File: config.mk
export PLATFORM = sky130hd
export DESIGN_NAME = fcs_core
export DESIGN_NICKNAME = d
export VERILOG_FILES = /design/src/verilog/fcs_pkg.sv /design/src/verilog/fcs_core.sv /design/src/verilog/fcs_osc_decode.sv
export SDC_FILE = /design/constraint.sdc
export NUM_CORES = 1
export LEC_CHECK = 0
export BUFFER_PORTS_ARGS = -buffer_cell sky130_fd_sc_hd__buf_2
export CELL_PAD_IN_SITES_DETAIL_PLACEMENT = 0
export CELL_PAD_IN_SITES_GLOBAL_PLACEMENT = 1
export CORE_MARGIN = 10
export CORE_UTILIZATION = 34
export CTS_CLUSTER_SIZE = 25
export DETAILED_ROUTE_END_ITERATION = 7
export PLACE_DENSITY = 0.89
export RECOVER_POWER = 50
export REMOVE_ABC_BUFFERS = 1
export SYNTH_ARGS = -nofsm -noshare
export SYNTH_HDL_FRONTEND = slang
export SYNTH_SLANG_ARGS = --single-unit
export TNS_END_PERCENT = 20
File: constraint.sdc
create_clock -name clk -period 4 [get_ports clk]
set_input_delay 0.8 -clock clk [delete_from_list [all_inputs] [get_ports clk]]
set_output_delay 0.8 -clock clk [all_outputs]
set_load 0.1 [all_outputs]
File: src/verilog/fcs_pkg.sv
// constants and types for the flash configuration and service block
// assumes a single 25 MHz clock and an active-low power-up reset
`default_nettype none

package fcs_pkg;
  // service call codes
  localparam logic [7:0] CMD_MISC_READ = 8'h03;
  localparam logic [7:0] CMD_ERASE = 8'h04;
  localparam logic [7:0] CMD_SECTOR_CRC = 8'h05;
  localparam logic [7:0] CMD_GLOBAL_CRC = 8'h06;
  localparam logic [7:0] CMD_USER_READ = 8'h07;
  // misc read addresses
  localparam logic [7:0] MISC_CFG1 = 8'h00;
  localparam logic [7:0] MISC_CFG2 = 8'h01;
  localparam logic [7:0] MISC_BOOT_VECTOR = 8'h02;
  localparam logic [7:0] MISC_STATUS = 8'h03;
  localparam logic [7:0] MISC_SEC_FIRST = 8'h08;
  localparam logic [7:0] MISC_SEC_LAST = 8'h0f;
  // erase selectors
  localparam logic [7:0] ERASE_PAGE_SEL = 8'h00;
  localparam logic [7:0] ERASE_SECTOR_SEL = 8'h01;
  // config byte 1 and 2 fields
  localparam int CFG1_OSC_LSB = 0;
  localparam int CFG1_BROWNOUT_LOW = 3;
  localparam int CFG1_WD_SAFETY = 4;
  localparam int CFG1_BROWNOUT_HIGH = 5;
  localparam int CFG1_RESET_PIN = 6;
  localparam int CFG1_WD_RESET = 7;
  localparam int CFG2_DOUBLER = 7;
  localparam logic [7:0] CFG1_RESET_VALUE = 8'h63;
  localparam logic [7:0] CFG2_RESET_VALUE = 8'h00;
  // flash addresses of the configuration bytes in the config space
  localparam logic [15:0] CFG1_FLASH_ADDR = 16'h0000;
  localparam logic [15:0] CFG2_FLASH_ADDR = 16'h0001;
  // error status bit positions
  localparam int ERR_INTERRUPTED = 0;
  localparam int ERR_SECURITY = 1;
  localparam int ERR_HIGH_VOLTAGE = 2;
  localparam int ERR_VERIFY = 3;
  // oscillator select codes
  typedef enum logic [2:0] {
    FCS_OSC_HIGH_XTAL = 3'h0,
    FCS_OSC_MED_XTAL = 3'h1,
    FCS_OSC_LOW_XTAL = 3'h2,
    FCS_OSC_INT_RC = 3'h3,
    FCS_OSC_WATCHDOG = 3'h4,
    FCS_OSC_EXT_CLOCK = 3'h7
  } fcs_osc_t;
  // one-hot decoded clock source
  localparam int OSC_SEL_W = 6;
endpackage : fcs_pkg

`default_nettype wire

File: src/verilog/fcs_core.sv
// flash configuration loader and in-application flash service engine
// assumes a flash port with one-cycle-or-later read data and an
// array controller that runs erase and CRC jobs and reports done
`default_nettype none

module fcs_core
  import fcs_pkg::*;
(
  // clock and reset
  input wire logic clk,
  input wire logic rst_b,
  input wire logic clk_en,
  // service call from the core
  input wire logic call_valid,
  output logic call_ready,
  input wire logic [7:0] call_code,
  input wire logic [7:0] call_addr_high,
  input wire logic [7:0] call_addr_low,
  input wire logic [7:0] call_arg,
  input wire logic irq_pending,
  // service result
  output logic result_valid,
  output logic [7:0] result_byte3,
  output logic [7:0] result_byte2,
  output logic [7:0] result_byte1,
  output logic [7:0] result_byte0,
  output logic result_carry,
  // flash read port
  output logic flash_rd,
  output logic [15:0] flash_addr,
  output logic flash_cfg_space,
  input wire logic flash_rd_done,
  input wire logic [7:0] flash_rd_data,
  // flash array job port
  output logic job_start,
  output logic job_abort,
  output logic job_erase_page,
  output logic job_erase_sector,
  output logic job_crc_sector,
  output logic job_crc_global,
  input wire logic job_done,
  input wire logic [31:0] job_crc,
  input wire logic [3:0] job_err,
  // misc bytes held elsewhere
  input wire logic [7:0] boot_vector,
  input wire logic [7:0] boot_status,
  input wire logic [63:0] security_bytes,
  // config outputs
  output logic internal_reset_b,
  output logic [OSC_SEL_W-1:0] osc_select,
  output logic osc_code_reserved,
  output logic shared_reset_pin_is_reset,
  output logic watchdog_reset_enable,
  output logic watchdog_safety_enable,
  output logic brownout_config_low,
  output logic brownout_config_high,
  output logic rc_frequency_doubler,
  // shared pin and watchdog
  input wire logic shared_reset_pin,
  input wire logic watchdog_timeout,
  output logic shared_pin_reset_req,
  output logic watchdog_reset_req,
  output logic shared_pin_gp_in
);
  typedef enum logic [2:0] {
    FCS_LOAD1 = 3'b000,
    FCS_LOAD2 = 3'b001,
    FCS_IDLE = 3'b011,
    FCS_READ = 3'b010,
    FCS_JOB = 3'b110,
    FCS_DONE = 3'b111
  } fcs_state_t;

  fcs_state_t state, next_state;
  logic [7:0] power_up_config_byte1, next_cfg1;
  logic [7:0] power_up_config_byte2, next_cfg2;
  logic [7:0] code, next_code;
  logic [31:0] res, next_res;
  logic carry, next_carry;
  logic powered, next_powered;

  // misc address decode, used for lookup and for error check
  function automatic logic misc_ok(input logic [7:0] a);
    if (a <= MISC_STATUS) begin
      misc_ok = 1'b1;
    end else if (a >= MISC_SEC_FIRST && a <= MISC_SEC_LAST) begin
      misc_ok = 1'b1;
    end else begin
      misc_ok = 1'b0;
    end
  endfunction : misc_ok

  function automatic logic [7:0] misc_byte(input logic [7:0] a,
      input logic [7:0] c1, input logic [7:0] c2,
      input logic [7:0] bv, input logic [7:0] bs,
      input logic [63:0] sec);
    if (a == MISC_CFG1) begin
      misc_byte = c1;
    end else if (a == MISC_CFG2) begin
      misc_byte = c2;
    end else if (a == MISC_BOOT_VECTOR) begin
      misc_byte = bv;
    end else if (a == MISC_STATUS) begin
      misc_byte = bs;
    end else if (a >= MISC_SEC_FIRST && a <= MISC_SEC_LAST) begin
      misc_byte = sec[8*a[2:0] +: 8];
    end else begin
      misc_byte = 8'h00;
    end
  endfunction : misc_byte

  // lower four status bits only; upper bits stay zero
  logic [7:0] err_status;
  assign err_status = {4'h0, job_err};

  always_comb begin
    next_state = state;
    next_cfg1 = power_up_config_byte1;
    next_cfg2 = power_up_config_byte2;
    next_code = code;
    next_res = res;
    next_carry = carry;
    next_powered = powered;
    case (state)
      FCS_LOAD1: begin
        if (flash_rd_done) begin
          next_cfg1 = flash_rd_data;
          next_state = FCS_LOAD2;
        end
      end
      FCS_LOAD2: begin
        if (flash_rd_done) begin
          next_cfg2 = flash_rd_data;
          next_powered = 1'b1;
          next_state = FCS_IDLE;
        end
      end
      FCS_IDLE: begin
        if (call_valid) begin
          next_code = call_code;
          next_res = '0;
          next_carry = 1'b0;
          if (call_code == CMD_MISC_READ) begin
            if (misc_ok(call_arg)) begin
              next_res[7:0] = misc_byte(call_arg, power_up_config_byte1,
                  power_up_config_byte2, boot_vector, boot_status,
                  security_bytes);
            end else begin
              next_carry = 1'b1;
              next_res[7:0] = 8'h00;
            end
            next_state = FCS_DONE;
          end else if (call_code == CMD_USER_READ) begin
            next_state = FCS_READ;
          end else if (call_code == CMD_ERASE) begin
            if (call_arg == ERASE_PAGE_SEL ||
                call_arg == ERASE_SECTOR_SEL) begin
              next_state = FCS_JOB;
            end else begin
              next_carry = 1'b1;
              next_state = FCS_DONE;
            end
          end else if (call_code == CMD_SECTOR_CRC ||
              call_code == CMD_GLOBAL_CRC) begin
            next_state = FCS_JOB;
          end else begin
            next_carry = 1'b1;
            next_state = FCS_DONE;
          end
        end
      end
      FCS_READ: begin
        if (flash_rd_done) begin
          next_res[7:0] = flash_rd_data;
          next_state = FCS_DONE;
        end
      end
      FCS_JOB: begin
        if (irq_pending) begin
          // abort so the flash can fetch the interrupt handler
          next_carry = 1'b1;
          next_res[7:0] = 8'h01 << ERR_INTERRUPTED;
          next_state = FCS_DONE;
        end else if (job_done) begin
          if (code == CMD_SECTOR_CRC || code == CMD_GLOBAL_CRC) begin
            next_res = job_crc;
          end
          if (job_err != 4'h0) begin
            next_carry = 1'b1;
            next_res[7:0] = err_status;
          end
          next_state = FCS_DONE;
        end
      end
      FCS_DONE: begin
        next_state = FCS_IDLE;
      end
      default: begin
        next_state = FCS_IDLE;
      end
    endcase
  end

  always_ff @(posedge clk or negedge rst_b) begin
    if (!rst_b) begin
      state <= FCS_LOAD1;
      power_up_config_byte1 <= CFG1_RESET_VALUE;
      power_up_config_byte2 <= CFG2_RESET_VALUE;
      code <= 8'h00;
      res <= '0;
      carry <= 1'b0;
      powered <= 1'b0;
    end else if (clk_en) begin
      state <= next_state;
      // no write path: only the power-up load changes these
      power_up_config_byte1 <= next_cfg1;
      power_up_config_byte2 <= next_cfg2;
      code <= next_code;
      res <= next_res;
      carry <= next_carry;
      powered <= next_powered;
    end
  end

  // handshake and flash ports
  assign call_ready = clk_en && (state == FCS_IDLE);
  assign result_valid = clk_en && (state == FCS_DONE);
  assign result_byte3 = res[31:24];
  assign result_byte2 = res[23:16];
  assign result_byte1 = res[15:8];
  assign result_byte0 = res[7:0];
  assign result_carry = carry;
  assign flash_rd = clk_en && (state == FCS_LOAD1 || state == FCS_LOAD2 ||
      state == FCS_READ);
  assign flash_cfg_space = (state == FCS_LOAD1) || (state == FCS_LOAD2);
  always_comb begin
    if (state == FCS_LOAD1) begin
      flash_addr = CFG1_FLASH_ADDR;
    end else if (state == FCS_LOAD2) begin
      flash_addr = CFG2_FLASH_ADDR;
    end else begin
      flash_addr = {call_addr_high, call_addr_low};
    end
  end
  assign job_start = clk_en && (state == FCS_IDLE) && call_valid &&
      (next_state == FCS_JOB);
  assign job_abort = clk_en && (state == FCS_JOB) && irq_pending;
  // kind flags follow the live code in the start cycle, not a stale one
  logic [7:0] job_code;
  assign job_code = (state == FCS_IDLE) ? call_code : code;
  assign job_erase_page = (job_code == CMD_ERASE) &&
      (call_arg == ERASE_PAGE_SEL);
  assign job_erase_sector = (job_code == CMD_ERASE) &&
      (call_arg == ERASE_SECTOR_SEL);
  assign job_crc_sector = (job_code == CMD_SECTOR_CRC);
  assign job_crc_global = (job_code == CMD_GLOBAL_CRC);

  // configuration outputs from held copies
  assign internal_reset_b = powered;
  assign shared_reset_pin_is_reset = !powered ||
      power_up_config_byte1[CFG1_RESET_PIN];
  assign shared_pin_reset_req = shared_reset_pin_is_reset &&
      !shared_reset_pin;
  assign shared_pin_gp_in = shared_reset_pin_is_reset ? 1'b1 :
      shared_reset_pin;
  assign watchdog_reset_enable = power_up_config_byte1[CFG1_WD_RESET];
  assign watchdog_reset_req = watchdog_timeout &&
      watchdog_reset_enable;
  assign watchdog_safety_enable = power_up_config_byte1[CFG1_WD_SAFETY];
  assign brownout_config_low = power_up_config_byte1[CFG1_BROWNOUT_LOW];
  assign brownout_config_high =
      power_up_config_byte1[CFG1_BROWNOUT_HIGH];
  assign rc_frequency_doubler = power_up_config_byte2[CFG2_DOUBLER];

  fcs_osc_decode fcs_osc_decode_inst (
    .osc_code(power_up_config_byte1[CFG1_OSC_LSB +: 3]),
    .osc_select(osc_select),
    .osc_code_reserved(osc_code_reserved)
  );

  a_misc_cfg1: assert property (
      @(posedge clk) disable iff (!rst_b)
      clk_en && state == FCS_IDLE && call_valid &&
      call_code == CMD_MISC_READ && call_arg == MISC_CFG1
      |=> result_byte0 == $past(power_up_config_byte1) && !result_carry)
    else $error("misc read of cfg1 wrong");
  a_bad_misc_carry: assert property (
      @(posedge clk) disable iff (!rst_b)
      clk_en && state == FCS_IDLE && call_valid &&
      call_code == CMD_MISC_READ && call_arg == 8'h05
      |=> result_valid && result_carry)
    else $error("reserved misc address not flagged");
  a_irq_abort: assert property (
      @(posedge clk) disable iff (!rst_b)
      clk_en && state == FCS_JOB && irq_pending
      |=> result_valid && result_carry && result_byte0 == 8'h01)
    else $error("interrupt did not abort job");
  a_crc_order: assert property (
      @(posedge clk) disable iff (!rst_b)
      clk_en && state == FCS_JOB && !irq_pending && job_done &&
      job_err == 4'h0 && (code == CMD_SECTOR_CRC || code == CMD_GLOBAL_CRC)
      |=> {result_byte3, result_byte2, result_byte1, result_byte0} ==
      $past(job_crc))
    else $error("crc byte order wrong");
  a_err_low_byte: assert property (
      @(posedge clk) disable iff (!rst_b)
      clk_en && state == FCS_JOB && !irq_pending && job_done &&
      job_err != 4'h0 |=> result_carry &&
      result_byte0 == {4'h0, $past(job_err)})
    else $error("error status not in low byte");
  a_cfg_frozen: assert property (
      @(posedge clk) disable iff (!rst_b)
      powered |=> $stable(power_up_config_byte1) &&
      $stable(power_up_config_byte2))
    else $error("config changed after power-up");
  a_pin_powerup: assert property (
      @(posedge clk) disable iff (!rst_b)
      !powered && !shared_reset_pin |-> shared_pin_reset_req)
    else $error("pin not reset during power-up");
  a_wd_gate: assert property (
      @(posedge clk) disable iff (!rst_b)
      watchdog_timeout && !power_up_config_byte1[CFG1_WD_RESET]
      |-> !watchdog_reset_req)
    else $error("watchdog reset while disabled");
endmodule : fcs_core

`default_nettype wire

File: src/verilog/fcs_osc_decode.sv
// oscillator select decoder
// assumes a power-up held config byte at its input
`default_nettype none

module fcs_osc_decode
  import fcs_pkg::*;
(
  // held field
  input wire logic [2:0] osc_code,
  // decoded source, one-hot
  output logic [OSC_SEL_W-1:0] osc_select,
  output logic osc_code_reserved
);
  always_comb begin
    osc_select = '0;
    osc_code_reserved = 1'b0;
    case (osc_code)
      FCS_OSC_HIGH_XTAL: osc_select[0] = 1'b1;
      FCS_OSC_MED_XTAL: osc_select[1] = 1'b1;
      FCS_OSC_LOW_XTAL: osc_select[2] = 1'b1;
      FCS_OSC_INT_RC: osc_select[3] = 1'b1;
      FCS_OSC_WATCHDOG: osc_select[4] = 1'b1;
      FCS_OSC_EXT_CLOCK: osc_select[5] = 1'b1;
      // reserved codes pick nothing; software must avoid them
      default: osc_code_reserved = 1'b1;
    endcase
  end
endmodule : fcs_osc_decode

`default_nettype wire

==> flow_summary.ini <==
[run_status]
run_status = complete, but fails checks
failed_checks = capacitance limit, slew limit

[hold_path]
hold_path_depth = 1
hold_start = res[22]
hold_path_class = reg -> reg
worstHoldEndpoint = res[22]

[worst_setup_path]
r2r_cells = 7
startpoint_type = register
worstPathRequired_ns = 3.20
regToRegStartpoint = state[2]
critPathCaptureType = primary output
setup.worst_path.class = reg -> out
rr_endpoint = res[0]
critical_path_arrival_ns = 2.90
startpoint = state[2]
r2r_setup_slack_ns = 1.22
worstPathMaxFanout = 24

[synthesis]
synth.yosys.warnings = 0
total_standard_cell_area_after_synthesis_um2 = 3970
synth_adder_area_share_pct = 0
synth-compound-area-share_pct = 18.3
synthXorXnorAreaFrac_pct = 0.442
netlist_instances = 402
synth-seq-cells = 61
synthSimpleGateAreaFrac_pct = 20.2
synth_edf_count = 0
asyncSetResetFlopFracSynth_pct = 100
yosysSeqAreaShare_pct = 38.6
yosys-mux-area-fraction_pct = 18.5
combinational_family_with_the_most_area_after_synthesis = simple AND/OR/NAND/NOR gates
yosys_most_used_dff = sky130_fd_sc_hd__dfrtp_1
distinct_cells_synth = 52
post_synthesis_area_per_instance_um2 = 9.87

[sta]
hold_viol_final = 0
setup_viol = 0
finalCriticalPeriod_ns = 3.70
max-slew-margin-rel_pct = -40.0
final.period_utilization_pct = 92.5
achievable-frequency_mhz = 270
max_slew.worst_pin.slew_ns = 2.10
finalSetupTns_ns = 0
timing.final.max_slew_violations = 39
worst_clock_skew_ns = 0.00642
grt_setup_unrepaired = no

[routing]
router_iterations_before_antenna_repair = 4
vias = 4153
routedWlPerCell_um = 19.8
drt-vias-per-instance = 5.31
antenna_left = 0
drc = 0
totalWireLength_um = 15500
drtIter0Drc = 316

[clock_tree]
clkSinkCount = 61
clk_pin_slew_ns = 0.06
cts_setup_buffers = 0
cts_max_level = 3
clk-insertion-delay-late_ns = 0.32
root_buffer = sky130_fd_sc_hd__clkbuf_16
tritoncts.num_buffers = 9
clk_path_buf_depth = 2
ctsResizeCount = 0
tritoncts = done
hold_buffers = 0

[placement]
hpwl_um = 12600
finalWeightedCongestion = 0.835
placedCellCount = 762
io_buffer_count = 240

[run]
drv_cap = 1

[finish]
final-seq-area_um2 = 1530
post_route_cells_drive_above_1_share_pct = 45.2
area_delta_synth_final_pct = 39.5
final_util_pct = 48.5
nFillCells = 1124
multiInputGateArea_um2 = 2280
layout.cells.non_filler = 782
final_net_count = 795

[global_route]
global_route_wire_length_before_repair_um = 23600
grt_overflow = 0
grt_start_max_net_pins = 39
first_global_vias = 4453
grt_antenna_before_repair = 3
grt_use_total_pct = 17.9

[die]
area_of_the_die_um2 = 16400
floorplan.core_area_um2 = 11400
die_y_um = 128
start_util_pct = 34.7
num_io_pins = 241
die_w_um = 128
placement_rows = 39

[pwr]
ir_drop_mv = 0.322
power_density_cells_nw_per_um2 = 354
leak_pwr_nw = 2.69
[logic make-up after synthesis]
family / Yosys count
flops: 61
mux: 61
compound gates: 98
simple gates: 142
xor+xnor: 2
buf+inv: 38
[worst max-delay path by stage]
stage	cells after the start	end	slack [ns]
3_5_place_dp	8	job_start	0.46
6_report	6	job_erase_sector	0.30
2_1_floorplan	3	job_erase_sector	-0.69
4_1_cts	8	job_start	0.43
5_1_grt	6	job_erase_sector	0.12
3_3_place_gp	8	job_start	0.48
[cells in the mapped netlist, types with 2 or more instances]
library cell | number | area share (%)
sky130_fd_sc_hd__a2111oi_0 | 4 | 0.88
sky130_fd_sc_hd__a211oi_1 | 9 | 1.7
sky130_fd_sc_hd__a21o_1 | 3 | 0.57
sky130_fd_sc_hd__a21oi_1 | 18 | 2.3
sky130_fd_sc_hd__a221oi_1 | 2 | 0.44
sky130_fd_sc_hd__a22o_1 | 24 | 5.3
sky130_fd_sc_hd__a311oi_1 | 4 | 0.88
sky130_fd_sc_hd__and2_1 | 4 | 0.63
sky130_fd_sc_hd__and3b_1 | 3 | 0.66
sky130_fd_sc_hd__buf_1 | 3 | 0.28
sky130_fd_sc_hd__buf_2 | 2 | 0.25
sky130_fd_sc_hd__buf_6 | 2 | 0.57
sky130_fd_sc_hd__clkbuf_1 | 23 | 2.2
sky130_fd_sc_hd__dfrtp_1 | 57 | 36
sky130_fd_sc_hd__dfstp_2 | 4 | 2.6
sky130_fd_sc_hd__inv_1 | 8 | 0.76
sky130_fd_sc_hd__mux2_2 | 38 | 11
sky130_fd_sc_hd__mux2i_1 | 17 | 4.3
sky130_fd_sc_hd__mux4_2 | 6 | 3.4
sky130_fd_sc_hd__nand2_1 | 24 | 2.3
sky130_fd_sc_hd__nand2b_1 | 17 | 2.7
sky130_fd_sc_hd__nand3_1 | 4 | 0.50
sky130_fd_sc_hd__nand4b_1 | 4 | 0.88
sky130_fd_sc_hd__nor2_1 | 25 | 2.4
sky130_fd_sc_hd__nor2b_1 | 23 | 3.6
sky130_fd_sc_hd__nor3_1 | 15 | 1.9
sky130_fd_sc_hd__nor3b_1 | 6 | 1.1
sky130_fd_sc_hd__o21ai_0 | 13 | 1.6
sky130_fd_sc_hd__o22ai_1 | 7 | 1.1
sky130_fd_sc_hd__o2bb2ai_1 | 3 | 0.66
sky130_fd_sc_hd__o31ai_2 | 4 | 1.3
sky130_fd_sc_hd__or2_2 | 4 | 0.63
sky130_fd_sc_hd__or3_1 | 2 | 0.32
sky130_fd_sc_hd__or4_1 | 2 | 0.38
[placed cells by master (no fill, tap or decap), types with 13 or more instances in the layout]
cell type,instances
sky130_fd_sc_hd__a21oi_1,18
sky130_fd_sc_hd__a22o_1,24
sky130_fd_sc_hd__buf_2,202
sky130_fd_sc_hd__clkbuf_1,38
sky130_fd_sc_hd__dfrtp_1,57
sky130_fd_sc_hd__mux2_2,38
sky130_fd_sc_hd__mux2i_1,17
sky130_fd_sc_hd__nand2_1,24
sky130_fd_sc_hd__nand2b_1,17
sky130_fd_sc_hd__nor2_1,25
sky130_fd_sc_hd__nor2b_1,23
sky130_fd_sc_hd__nor3_1,15
sky130_fd_sc_hd__o21ai_0,13
[stage by stage]
| stage | area, um2 | power (mW) | hold WS (ns) | setup WS [ns] |
|---|---|---|---|---|
| 3_3_place_gp | 5310 | 1.26 | 0.483 | 0.480 |
| 3_5_place_dp | 5310 | 1.28 | 0.485 | 0.462 |
| 4_1_cts | 5580 | 1.98 | 0.503 | 0.428 |
| 2_1_floorplan | 3840 | 1.08 | 0.471 | -0.686 |
| 6_report | 5530 | 1.96 | 0.506 | 0.302 |
| 5_1_grt | 5530 | 2.05 | 0.508 | 0.121 |
[layer usage]
metal | up-vias | wire [um] | GRT usage [%]
li1 | 1958 | - | -
met1 | 2021 | 6320 | 21.0
met2 | 159 | 7660 | 29.5
met3 | 15 | 1280 | 7.40
met4 | 0 | 197 | 5.03
met5 | - | 0 | 0
[report_power, final]
| group | total, mW | switching [mW] | internal (mW) |
|---|---|---|---|
| Combinational | 0.559 | 0.374 | 0.185 |
| Sequential | 0.707 | 0.0391 | 0.668 |
| Clock | 0.693 | 0.279 | 0.414 |
| Total | 1.96 | 0.692 | 1.27 |
[worst max-delay path, stage by stage (launching register included)]
cell,delay [ns]
sky130_fd_sc_hd__dfrtp_1,0.33
sky130_fd_sc_hd__clkbuf_1,0.73
sky130_fd_sc_hd__nor2_1,0.23
sky130_fd_sc_hd__nor3b_1,0.29
sky130_fd_sc_hd__o21ai_0,0.27
sky130_fd_sc_hd__nor3_1,0.26
sky130_fd_sc_hd__buf_2,0.47
[area by class of cell]
cell class,count,share of cell area [%]
Clock inverter,7,0.769
Timing Repair Buffer,247,22.3
Sequential cell,61,27.7
Multi-Input combinational cell,303,41.3
Clock buffer,9,4.07
Antenna cell,4,0.181
Inverter,8,0.543
Tap cell,143,3.23
[state kept, by name, indices dropped and copies added (netlist names)]
name	flops
internal_reset_b	1
state	3
power_up_config_byte1	8
code	8
power_up_config_byte2	8
result_carry	1
res	32
(Power assumes the default switching activity.)
